[config.mk]
export PLATFORM = sky130hd
export DESIGN_NAME = cond_fp_move_unit
export DESIGN_NICKNAME = d
export VERILOG_FILES = /design/src/cond_fp_move_pkg.sv /design/src/cond_fp_move_unit.sv
export SDC_FILE = /design/constraint.sdc
export NUM_CORES = 1
export LEC_CHECK = 0
export CORE_MARGIN = 2
export CORE_UTILIZATION = 37
export CTS_BUF_LIST = sky130_fd_sc_hd__clkbuf_8
export CTS_CLUSTER_DIAMETER = 200
export DETAILED_ROUTE_END_ITERATION = 7
export DONT_BUFFER_PORTS = 1
export PLACE_DENSITY = 0.59
export SYNTH_ARGS = -nofsm -noshare
export SYNTH_HDL_FRONTEND = slang
export SYNTH_SLANG_ARGS = --single-unit
export TNS_END_PERCENT = 30
[constraint.sdc]
create_clock -name pclk -period 1.59 [get_ports pclk]
set_input_delay 0.318 -clock pclk [delete_from_list [all_inputs] [get_ports pclk]]
set_output_delay 0.318 -clock pclk [all_outputs]
set_load 0.01 [all_outputs]
[src/cond_fp_move_pkg.sv]
package cond_fp_move_pkg;
  // APB geometry
  localparam int AW = 12;
  localparam int DW = 32;
  // Register byte offsets
  localparam logic [AW-1:0] CTRL_OFS = 12'h000;
  localparam logic [AW-1:0] STAT_OFS = 12'h004;
  localparam logic [AW-1:0] MASK_OFS = 12'h008;
  localparam logic [AW-1:0] FSR_OFS = 12'h00c;
  // Control register
  localparam int CTRL_EN_BIT = 0;
  localparam logic CTRL_EN_RESET = 1'b0;
  // Event bits of status and mask
  localparam int EV_W = 4;
  localparam int EV_DONE = 0;
  localparam int EV_ILL = 1;
  localparam int EV_OFF = 2;
  localparam int EV_OTH = 3;
  localparam logic [EV_W-1:0] EV_RESET = 4'h0;
  // FP status register fields
  localparam int CEXC_LSB = 0;
  localparam int AEXC_LSB = 5;
  localparam int FTT_LSB = 14;
  localparam logic [4:0] CEXC_RESET = 5'h00;
  localparam logic [4:0] AEXC_RESET = 5'h00;
  localparam logic [2:0] FTT_NONE = 3'h0;
  localparam logic [2:0] FTT_UNIMPL = 3'h3;
  // Instruction fields
  localparam int RD_LSB = 25;
  localparam int RSV_BIT = 18;
  localparam int COND_LSB = 14;
  localparam int SEL_LSB = 11;
  localparam int OPF_LSB = 5;
  localparam int RS2_LSB = 0;
  // Condition source select
  localparam logic [2:0] SEL_ICC = 3'h4;
  localparam logic [2:0] SEL_XCC = 3'h6;
  localparam logic [2:0] SEL_BAD0 = 3'h5;
  localparam logic [2:0] SEL_BAD1 = 3'h7;
  // Operation format low field
  localparam logic [5:0] OPF_SGL = 6'h01;
  localparam logic [5:0] OPF_DBL = 6'h02;
  localparam logic [5:0] OPF_QUAD = 6'h03;
  // FP condition field values: equal, less, greater, unordered
  localparam logic [1:0] FCC_E = 2'h0;
  localparam logic [1:0] FCC_L = 2'h1;
  localparam logic [1:0] FCC_G = 2'h2;
  localparam logic [1:0] FCC_U = 2'h3;
endpackage

[src/cond_fp_move_unit.sv]
// Added by the designer: the APB register port and the register offsets.
`timescale 1ns/1ps
// Overview of operation
// - Integer codes: 1000 always, 0000 never, 1001 Z clear, 0001 Z set.
// - Signed tests: 1010 not(Z or N^V), 0010 inverse, 1011 N==V, 0011 N!=V.
// - Unsigned tests: 1100 not(C or Z), 0100 C or Z, 1101 C clear, 0101 C set.
// - 1110 N clear, 0110 N set, 1111 V clear, 0111 V set.
// - FP codes: 1000 always, 0000 never, 0111 unordered, 0110 greater.
// - FP 0101 G or U, 0100 L, 0011 L or U, 0010 L or G, 0001 L, G or U.
// - FP 1001 E, 1010 E/U, 1011 E/G, 1100 E/G/U, 1101 E/L, 1110 E/L/U, 1111 ordered.
// - Select 100 picks 32-bit codes, 110 64-bit codes, 000-011 FP fields.
// - Bit 18 set or select 101/111 raises illegal-opcode trap.
// - True condition copies source register to destination, false leaves it.
// - Condition codes are only read, never written.
// - An executed move clears current exceptions and trap type.
// - No rounding, accrued exceptions kept, NaN patterns copied unchanged.
// - Quad moves are never executed in hardware, left to software.
// - Quad move with FPU disabled or absent raises FPU-off trap.
// - Quad move with FPU enabled raises other-FP trap, type unimplemented.
// - Low format 000001 single, 000010 double, 000011 quad.
module cond_fp_move_unit (
  input wire logic pclk,
  input wire logic presetn,
  input wire logic psel,
  input wire logic penable,
  input wire logic pwrite,
  input wire logic [cond_fp_move_pkg::AW-1:0] paddr,
  input wire logic [cond_fp_move_pkg::DW-1:0] pwdata,
  input wire logic [3:0] pstrb,
  output logic [cond_fp_move_pkg::DW-1:0] prdata,
  output logic pready,
  output logic pslverr,
  output logic irq,
  input wire logic issue_valid,
  input wire logic [31:0] instr,
  input wire logic [63:0] src_fp_data,
  input wire logic [3:0] icc,
  input wire logic [3:0] xcc,
  input wire logic [1:0] fp_cond_field_zero,
  input wire logic [1:0] fp_cond_field_one,
  input wire logic [1:0] fp_cond_field_two,
  input wire logic [1:0] fp_cond_field_three,
  input wire logic proc_fp_enable_bit,
  input wire logic fpu_present,
  output logic done,
  output logic freg_we,
  output logic freg_dbl,
  output logic [4:0] freg_dst,
  output logic [63:0] freg_wdata,
  output logic illegal_trap,
  output logic fpu_off_trap,
  output logic fp_other_trap,
  output logic [4:0] current_fp_exceptions,
  output logic [4:0] accrued_fp_exceptions,
  output logic [2:0] fp_trap_type
);
  import cond_fp_move_pkg::*;

  // Integer test; flags are {N,Z,V,C}, upper cond bit inverts
  function automatic logic int_test(input logic [3:0] c, input logic [3:0] f);
    logic t;
    t = 1'b0;
    case (c[2:0])
      3'h0: t = 1'b0;
      3'h1: t = f[2];
      3'h2: t = f[2] | (f[3] ^ f[1]);
      3'h3: t = f[3] ^ f[1];
      3'h4: t = f[0] | f[2];
      3'h5: t = f[0];
      3'h6: t = f[3];
      default: t = f[1];
    endcase
    return c[3] ? ~t : t;
  endfunction

  // FP test; upper cond bit again inverts the lower group
  function automatic logic fp_test(input logic [3:0] c, input logic [1:0] f);
    logic e, l, g, u, t;
    e = (f == FCC_E);
    l = (f == FCC_L);
    g = (f == FCC_G);
    u = (f == FCC_U);
    t = 1'b0;
    case (c[2:0])
      3'h0: t = 1'b0;
      3'h1: t = l | g | u;
      3'h2: t = l | g;
      3'h3: t = l | u;
      3'h4: t = l;
      3'h5: t = g | u;
      3'h6: t = g;
      default: t = u;
    endcase
    return c[3] ? ~t : t;
  endfunction

  logic unit_fp_enable_bit_r;
  logic [EV_W-1:0] stat_r, stat_nxt, mask_r;
  logic [4:0] cexc_r, aexc_r;
  logic [2:0] ftt_r;
  logic [DW-1:0] prdata_r;
  logic pready_r, pslverr_r, irq_r;
  logic done_r, we_r, dbl_r, ill_r, off_r, oth_r;
  logic [4:0] dst_r;
  logic [63:0] wdata_r;

  logic [2:0] sel_c;
  logic [3:0] cond_c;
  logic [5:0] opf_c;
  logic [1:0] fcc_c;
  logic is_int_c, quad_c, fmt_ok_c, ill_c, off_c, oth_c, pass_c, go_c;
  logic setup_c, wr_c, rd_c, hit_c;

  // Field split and source selection
  always_comb begin
    sel_c = instr[SEL_LSB +: 3];
    cond_c = instr[COND_LSB +: 4];
    opf_c = instr[OPF_LSB +: 6];
    is_int_c = (sel_c == SEL_ICC) || (sel_c == SEL_XCC);
    case (sel_c[1:0])
      2'h0: fcc_c = fp_cond_field_zero;
      2'h1: fcc_c = fp_cond_field_one;
      2'h2: fcc_c = fp_cond_field_two;
      default: fcc_c = fp_cond_field_three;
    endcase
  end

  // Format decode and trap priority
  always_comb begin
    quad_c = (opf_c == OPF_QUAD);
    fmt_ok_c = (opf_c == OPF_SGL) || (opf_c == OPF_DBL) || quad_c;
    ill_c = instr[RSV_BIT] || (sel_c == SEL_BAD0) || (sel_c == SEL_BAD1)
            || !fmt_ok_c;
    off_c = !ill_c && !(unit_fp_enable_bit_r && proc_fp_enable_bit && fpu_present);
    oth_c = !ill_c && !off_c && quad_c;
    go_c = issue_valid && !ill_c && !off_c && !quad_c;
  end

  // Condition evaluation; codes are read only
  always_comb begin
    if (sel_c == SEL_XCC) begin
      pass_c = int_test(cond_c, xcc);
    end else if (is_int_c) begin
      pass_c = int_test(cond_c, icc);
    end else begin
      pass_c = fp_test(cond_c, fcc_c);
    end
  end

  // Execution results, one cycle after issue
  always_ff @(posedge pclk or negedge presetn) begin
    if (!presetn) begin
      done_r <= 1'b0;
      we_r <= 1'b0;
      dbl_r <= 1'b0;
      dst_r <= 5'h00;
      wdata_r <= 64'h0;
    end else begin
      done_r <= issue_valid;
      we_r <= go_c && pass_c;
      if (go_c && pass_c) begin
        dbl_r <= (opf_c == OPF_DBL);
        dst_r <= instr[RD_LSB +: 5];
        wdata_r <= src_fp_data;
      end
    end
  end

  // Trap outputs; at most one per instruction
  always_ff @(posedge pclk or negedge presetn) begin
    if (!presetn) begin
      ill_r <= 1'b0;
      off_r <= 1'b0;
      oth_r <= 1'b0;
    end else begin
      ill_r <= issue_valid && ill_c;
      off_r <= issue_valid && off_c;
      oth_r <= issue_valid && oth_c;
    end
  end

  // APB decode
  always_comb begin
    setup_c = psel && !penable && !pready_r;
    wr_c = psel && penable && pready_r && pwrite && !pslverr_r;
    rd_c = setup_c && !pwrite;
    hit_c = (paddr == CTRL_OFS) || (paddr == STAT_OFS) || (paddr == MASK_OFS)
            || (paddr == FSR_OFS);
  end

  // Bus answer, ready in the first access cycle
  always_ff @(posedge pclk or negedge presetn) begin
    if (!presetn) begin
      pready_r <= 1'b0;
      pslverr_r <= 1'b0;
      prdata_r <= 32'h0;
    end else begin
      pready_r <= setup_c;
      pslverr_r <= setup_c && !hit_c;
      if (rd_c) begin
        case (paddr)
          CTRL_OFS: prdata_r <= {31'h0, unit_fp_enable_bit_r};
          STAT_OFS: prdata_r <= {28'h0, stat_r};
          MASK_OFS: prdata_r <= {28'h0, mask_r};
          FSR_OFS: prdata_r <= {15'h0, ftt_r, 4'h0, aexc_r, cexc_r};
          default: prdata_r <= 32'h0;
        endcase
      end else if (setup_c) begin
        prdata_r <= 32'h0;
      end
    end
  end

  // Control and mask registers
  always_ff @(posedge pclk or negedge presetn) begin
    if (!presetn) begin
      unit_fp_enable_bit_r <= CTRL_EN_RESET;
      mask_r <= EV_RESET;
    end else if (wr_c && pstrb[0]) begin
      if (paddr == CTRL_OFS) begin
        unit_fp_enable_bit_r <= pwdata[CTRL_EN_BIT];
      end
      if (paddr == MASK_OFS) begin
        mask_r <= pwdata[EV_W-1:0];
      end
    end
  end

  // Sticky events; a new event wins over a write-one clear
  always_comb begin
    stat_nxt = stat_r;
    if (wr_c && pstrb[0] && (paddr == STAT_OFS)) begin
      stat_nxt = stat_r & ~pwdata[EV_W-1:0];
    end
    stat_nxt[EV_DONE] = stat_nxt[EV_DONE] | done_r;
    stat_nxt[EV_ILL] = stat_nxt[EV_ILL] | ill_r;
    stat_nxt[EV_OFF] = stat_nxt[EV_OFF] | off_r;
    stat_nxt[EV_OTH] = stat_nxt[EV_OTH] | oth_r;
  end

  // Status and interrupt registers
  always_ff @(posedge pclk or negedge presetn) begin
    if (!presetn) begin
      stat_r <= EV_RESET;
      irq_r <= 1'b0;
    end else begin
      stat_r <= stat_nxt;
      irq_r <= |(stat_nxt & mask_r);
    end
  end

  // FP status fields; the move outranks a software write
  always_ff @(posedge pclk or negedge presetn) begin
    if (!presetn) begin
      cexc_r <= CEXC_RESET;
      aexc_r <= AEXC_RESET;
      ftt_r <= FTT_NONE;
    end else begin
      if (wr_c && (paddr == FSR_OFS)) begin
        if (pstrb[0]) begin
          cexc_r <= pwdata[CEXC_LSB +: 5];
        end
        if (pstrb[1] || pstrb[0]) begin
          aexc_r <= pwdata[AEXC_LSB +: 5];
        end
        if (pstrb[1]) begin
          ftt_r <= pwdata[FTT_LSB +: 3];
        end
      end
      if (issue_valid && !ill_c && !off_c) begin
        cexc_r <= CEXC_RESET;
        ftt_r <= quad_c ? FTT_UNIMPL : FTT_NONE;
      end
    end
  end

  assign prdata = prdata_r;
  assign pready = pready_r;
  assign pslverr = pslverr_r;
  assign irq = irq_r;
  assign done = done_r;
  assign freg_we = we_r;
  assign freg_dbl = dbl_r;
  assign freg_dst = dst_r;
  assign freg_wdata = wdata_r;
  assign illegal_trap = ill_r;
  assign fpu_off_trap = off_r;
  assign fp_other_trap = oth_r;
  assign current_fp_exceptions = cexc_r;
  assign accrued_fp_exceptions = aexc_r;
  assign fp_trap_type = ftt_r;
endmodule

==> impl_metrics.tcl, run 1 <==
set metrics [dict create \
    core_mm2 0.0249 \
    syn_area_mm2 0.00929 \
    clock_latency_ns 0.45 \
    rsz0062_at_grt "yes" \
    antenna_found_initial 4 \
    dr.first_iter.drc_count 803 \
    start_util_pct 37.3 \
    grt_pass1_vias 8919 \
    drive_gt1_share_pct 29.7 \
    fin_ws_ns -0.662 \
    grt_overflow 0 \
    wl_per_cell_um 22.6 \
    dieArea_mm2 0.0264 \
    grt_pass1_wl_mm 50.7 \
    drc 0 \
    fmax_ghz 0.444 \
    multi_input_area_mm2 0.00728 \
    min_period_ns 2.25 \
    status "finished with violations" \
    gp_congestion 0.787 \
    synth_cells 1171 \
    rows 58 \
    worst-r2r-cell-count 8 \
    p_leak_nw 4.62 \
    die_height_um 162 \
    netlist_top_cells_area "dfrtp_1, a21oi_1, mux2_2" \
    synth_commonest_cells "nand2_1, a21oi_1, dfrtp_1, clkbuf_1, nor2_1" \
    ios 291 \
    setup_viol 80 \
    holdCritPathClass "primary input to asynchronous set/reset pin" \
    critPathKind "primary input to flop" \
    hold_viol 113 \
    worstSetupEndpoint "freg_wdata[21]" \
    vdd_ir_drop_max_mv 0.524 \
    synth_edf_count 0 \
    relSlewSlack_pct 51.0 \
    dp.cells 1463 \
    start_kind "primary input" \
    ant_nets 0 \
    wl_mm 34.6 \
    reg2reg_slack_ns -0.47 \
    fill_cells 2314 \
    via_per_inst 6.18 \
    area_growth_syn_to_layout_pct 33.4 \
    cts-htree-levels 4 \
    root_buffer "clkbuf_8" \
    dpl.hpwl_mm 20.3 \
    grt_usage_pct 24.3 \
    setup.worst_path.start "instr[11]" \
    synth_top_area_cell "dfrtp_1" \
    hold_slack_ns -0.447 \
    die_w_um 162 \
    power_w 0.00774 \
    tightest_slew_ns 0.735 \
    power_density_mw_per_mm2 624 \
    cts_buffers 17 \
    clock-sinks 113 \
    endpoint_kind "flop" \
    synth_seq_area_share_pct 30.4 \
    drtPass1Iterations 5 \
    worstReg2RegStart "unit_fp_enable_bit_r" \
    num_vias 9454 \
    grt_max_degree 283 \
    crit_arrival_ns 2.63 \
    critical_path_required_ns 1.97 \
    clkTransAtPathRegs_ns 0.09 \
    yosys.cell_count.top_type "nand2_1" \
    final-seq-area_mm2 0.00283 \
    violations "hold timing, setup timing" \
    tritoncts "yes" \
    maxSlewViolCount 0 \
    finalCritPeriodShare_pct 142 \
    postPlaceCellArea_mm2 0.0106 \
    drv_cap 0 \
    rr_endpoint "freg_wdata[21]" \
    skew_ns 0.0153 \
    ys.flop_type "dfrtp_1" \
    numPortBuffers 0 \
    synth_top_area_share_pct 30.4 \
    critPathMaxFanout 12 \
    cts_hold_buf 13 \
    finalNonFillerCells 1529 \
    yosysWarnings 0 \
    fin_area_mm2 0.0124 \
    syn_avg_cell_area_um2 7.94 \
    async_flop_share_pct 100 \
    cts_max_path_buffers 2 \
    synth-seq-cells 113 \
    tns_ns -43.27 \
    yosysUniqueCellTypes 56 \
    nNetsFinal 1353 \
]
==> sequential cells by signal, indices dropped and copies added (netlist names), 3 cells and up <==
name,cells
accrued_fp_exceptions,5
current_fp_exceptions,5
fp_trap_type,3
freg_dst,5
freg_wdata,64
mask_r,4
prdata,13
stat_r,4
==> layout by cell type (no fill, tap or decap), types with 4 or more instances in the layout <==
master / Yosys / routed
clkbuf_8: 0 / 17
mux2_2: 64 / 40
a21oi_1: 144 / 144
a22o_1: 14 / 14
nand4b_1: 70 / 70
dlygate4sd3_1: 0 / 13
a21boi_0: 4 / 4
buf_16: 0 / 6
a2111oi_4: 1 / 40
nor2b_1: 6 / 5
nor3_1: 71 / 70
a2111oi_2: 2 / 31
o21ai_1: 3 / 4
or2_2: 4 / 4
nand3_1: 75 / 36
mux2_4: 0 / 38
nand3_2: 0 / 37
buf_12: 0 / 24
inv_6: 0 / 7
diode_2: 0 / 4
mux2_1: 18 / 4
nand2_1: 152 / 151
conb_1: 1 / 19
buf_6: 0 / 9
dfrtp_1: 113 / 113
inv_1: 8 / 8
nor2_1: 77 / 74
nand3b_1: 70 / 70
a21o_1: 4 / 4
buf_4: 19 / 58
clkbuf_16: 0 / 5
nand2b_1: 4 / 4
o21ai_0: 10 / 6
==> per-stage QoR <==
step                utilization (%)  worst slack (ns)
floorplan                         -            -0.778
CTS                            46.2            -0.605
detailed placement             42.5             -1.11
finish                         49.8            -0.662
global placement               42.5             -1.02
global route                   49.8            -0.685
==> worst max-delay path: stages <==
cell and delay, ns:
mux4_2 0.54, ha_4 0.26, mux2i_2 0.17, o211ai_1 0.13
buf_4 0.17, o21a_4 0.26, buf_12 0.19, a2111oi_2 0.38
nor2_1 0.10, nand3_1 0.08
==> cell families (layout without fill, tap and decap cells) <==
logic type      after synthesis  count (layout)  share of synthesized area (%)
compound gates              265             266                           18.8
xor+xnor                      3               3                          0.283
fa+ha+maj                     3               3                          0.404
buf+inv                     150             155                           7.06
flops                       113             113                           30.4
mux                          87              87                           10.9
other cells                   1              23                         0.0404
simple gates                549             549                           32.1
==> report_power, final <==
part / internal, W / switching (W)
sequential: 0.00288 / 0.00000902
combinational: 0.000826 / 0.00112
clock: 0.00132 / 0.00159
total: 0.00503 / 0.00271
==> worst min path at each step <==
stage / start / endpoint / slack [ns] / depth (start not counted)
2_1_floorplan: presetn / accrued_fp_exceptions[0] / 0.02 / 0
3_3_place_gp: presetn / freg_wdata[33] / 0.02 / 0
3_5_place_dp: presetn / freg_wdata[33] / 0.02 / 0
4_1_cts: presetn / freg_wdata[33] / -0.49 / 0
5_1_grt: presetn / accrued_fp_exceptions[3] / -0.49 / 0
6_report: presetn / freg_wdata[33] / -0.45 / 0
==> routing by layer <==
metal / GRT usage, % / up-vias / routed length [um]
met1: 31.7 / 4701 / 14600
met5: 0 / - / 0
li1: - / 4364 / -
met2: 38.4 / 355 / 16200
met4: 6.60 / 0 / 581
met3: 8.35 / 34 / 3190
==> what timing repair did <==
| item | CTS | global route |
|---|---|---|
| endpoints found under the setup margin | 90 | 102 |
| endpoints found under the hold margin | 131 | 113 |
| resized for setup | 48 | 104 |
| setup buffers | 6 | 1 |
| cloned | 4 | 7 |
| pin swaps | 10 | 18 |
==> layout make-up <==
type / count / share of cell area (%)
antenna: 4 / 0.0807
inverter: 8 / 0.242
timing repair buffer: 115 / 11.6
tap: 330 / 3.33
multi-input combinational: 927 / 58.7
clock buffer: 17 / 1.89
clock inverter: 15 / 1.34
sequential: 113 / 22.8
(Power assumes the default switching activity.)
==> run 2: changes to the inputs <==
--- a/config.mk
+++ b/config.mk
@@ -7,11 +7,10 @@
 export LEC_CHECK = 0
 export CORE_MARGIN = 2
 export CORE_UTILIZATION = 37
-export CTS_BUF_LIST = sky130_fd_sc_hd__clkbuf_8
 export CTS_CLUSTER_DIAMETER = 200
 export DETAILED_ROUTE_END_ITERATION = 7
 export DONT_BUFFER_PORTS = 1
-export PLACE_DENSITY = 0.59
+export PLACE_DENSITY = 0.52
 export SYNTH_ARGS = -nofsm -noshare
 export SYNTH_HDL_FRONTEND = slang
 export SYNTH_SLANG_ARGS = --single-unit
==> run 2 against run 1 <==
Net effect: the run still ends with hold timing, setup timing left; final cell count is 2.7% lower; global-route usage down 1.1 points; register-to-register slack better by 0.22 ns; fmax grew 1.3%; first-iteration DRC count is 11% lower; total power up 4.8%; worst setup slack gained 0.029 ns; clock skew down 0.0071 ns; critical path type unchanged; critical endpoint unchanged; largest power group unchanged.
==> impl_metrics.tcl, run 2 (synthesized netlist as in run 1, its figures left out) <==
set metrics [dict create \
    p_int_w 0.00561 \
    fmax_ghz 0.450 \
    die_height_um 162 \
    hold_viol 113 \
    via_per_inst 6.17 \
    critical_path_required_ns 1.92 \
    drv_cap 0 \
    die_w_um 162 \
    final_cell_mix "nand2_1, a21oi_1, dfrtp_1, nor2_1" \
    clock_latency_ns 0.41 \
    drive_gt1_share_pct 25.0 \
    gp_congestion 0.785 \
    wl_per_cell_um 21.2 \
    cts_hold_buf 1 \
    cts_max_path_buffers 2 \
    violations "hold timing, setup timing" \
    largest_reg_flops 64 \
    num_vias 9176 \
    pwr-share-seq_pct 35.7 \
    root_buffer "clkbuf_16" \
    final-seq-area_mm2 0.00283 \
    fill_cells 2408 \
    worst-r2r-cell-count 8 \
    holdCritPathClass "primary input to asynchronous set/reset pin" \
    wl_mm 31.6 \
    start_kind "primary input" \
    grt_pass1_wl_mm 49.2 \
    finalNonFillerCells 1487 \
    rows 58 \
    maxSlewViolCount 0 \
    min_period_ns 2.22 \
    grt_usage_pct 23.2 \
    dr.first_iter.drc_count 711 \
    cts_buffers 17 \
    critPathKind "primary input to flop" \
    nNetsFinal 1309 \
    crit_arrival_ns 2.56 \
    power_density_mw_per_mm2 718 \
    antenna_found_initial 7 \
    grt_pass1_vias 8538 \
    tightest_slew_ns 0.545 \
    tritoncts "yes" \
    dp.cells 1448 \
    drc 0 \
    post_cts_buffers 0 \
    dieArea_mm2 0.0264 \
    p_leak_nw 4.06 \
    postPlaceCellArea_mm2 0.0105 \
    status "finished with violations" \
    fin_area_mm2 0.0113 \
    finalCritPeriodShare_pct 140 \
    multi_input_area_mm2 0.00658 \
    skew_ns 0.00816 \
    power_w 0.00811 \
    grt_max_degree 283 \
    numPortBuffers 0 \
    pwr-share-comb_pct 16.2 \
    power_frac_clock_pct 48.1 \
    setup_viol 73 \
    p_switching_w 0.00250 \
    cts-htree-levels 4 \
    mostFrequentLayoutCell "nand2_1" \
    clkTransAtPathRegs_ns 0.06 \
    core_mm2 0.0249 \
    dpl.hpwl_mm 20.2 \
    start_util_pct 37.3 \
    rsz0062_at_grt "yes" \
    ios 291 \
    area_growth_syn_to_layout_pct 21.7 \
    drtPass1Iterations 5 \
    vdd_ir_drop_max_mv 0.465 \
    grt_overflow 0 \
    utilization_pct 45.4 \
    endpoint_kind "flop" \
    relSlewSlack_pct 63.7 \
    fin_ws_ns -0.633 \
    critPathMaxFanout 19 \
    hold_slack_ns -0.400 \
    sw_frac_of_total_pct 30.8 \
    clock-sinks 113 \
    ant_nets 0 \
]
run 2: changes by cell type in the layout (fill, tap and decap cells not counted), moves of 17 or more:
| cell | previous run | this run |
|---|---|---|
| a2111oi_4 | 40 | 2 |
| mux2_4 | 38 | 9 |
| nand3_1 | 36 | 64 |
| mux2_2 | 40 | 57 |
| nand3_2 | 37 | 10 |
| a2111oi_2 | 31 | 70 |
| clkbuf_8 | 17 | 0 |
run 2: final timing paths:
check	start	endpoint	slack, ns
hold reg to reg	mask_r[3]	mask_r[3]	0.51
max in group asynchronous	presetn	freg_wdata[26]	1.70
min in group pclk	pwdata[3]	current_fp_exceptions[3]	0.03
setup reg to reg	unit_fp_enable_bit_r	freg_wdata[21]	-0.25
hold / removal	presetn	freg_wdata[37]	-0.40
setup / recovery	instr[11]	freg_wdata[21]	-0.63
run 2: layer usage:
layer	vias to the layer above	wire length (um)	global-route usage, %
met5	-	12	0
met4	2	264	5.63
met3	18	2770	6.82
met2	335	14900	36.4
met1	4543	13600	31.4
li1	4278	-	-
run 2: power by group through the flow:
| stage | Sequential (W) | Combinational, W | Clock (W) |
|---|---|---|---|
| 5_1_grt | 0.00289 | 0.00138 | 0.00417 |
| 3_3_place_gp | 0.00295 | 0.00128 | 0 |
| 6_report | 0.00289 | 0.00131 | 0.00391 |
| 3_5_place_dp | 0.00295 | 0.00128 | 0 |
| 2_1_floorplan | 0.00295 | 0.000990 | 0 |
| 4_1_cts | 0.00289 | 0.00129 | 0.00400 |
run 2: critical path, stage by stage:
cell	delay [ns]
mux4_2	0.53
ha_4	0.29
mux2i_1	0.06
o211ai_1	0.25
buf_4	0.17
o21ai_4	0.06
nor2_4	0.20
buf_12	0.23
mux2_2	0.35
nand3_1	0.10
run 2: repair_timing:
item                       4_1_cts  5_1_grt
pin swaps                        3        2
setup endpoints to repair       92      101
resized for setup               14       35
hold endpoints to repair       114      113
run 2: area by class of cell:
cell class	count	area share [%]
diodes	6	0.133
clock buffers	17	3.76
clock inverters	15	1.46
inverters	8	0.266
multi-input cells	926	58.2
flip-flops and latches	113	25.0
well taps	330	3.65
repair buffers	72	7.56
run 2: per-stage QoR:
step	setup slack (ns)	setup TNS [ns]
global route	-0.685	-46.45
finish	-0.633	-42.80
CTS	-0.602	-40.98
detailed placement	-1.04	-87.48
floorplan	-0.778	-68.93
global placement	-1.01	-85.51
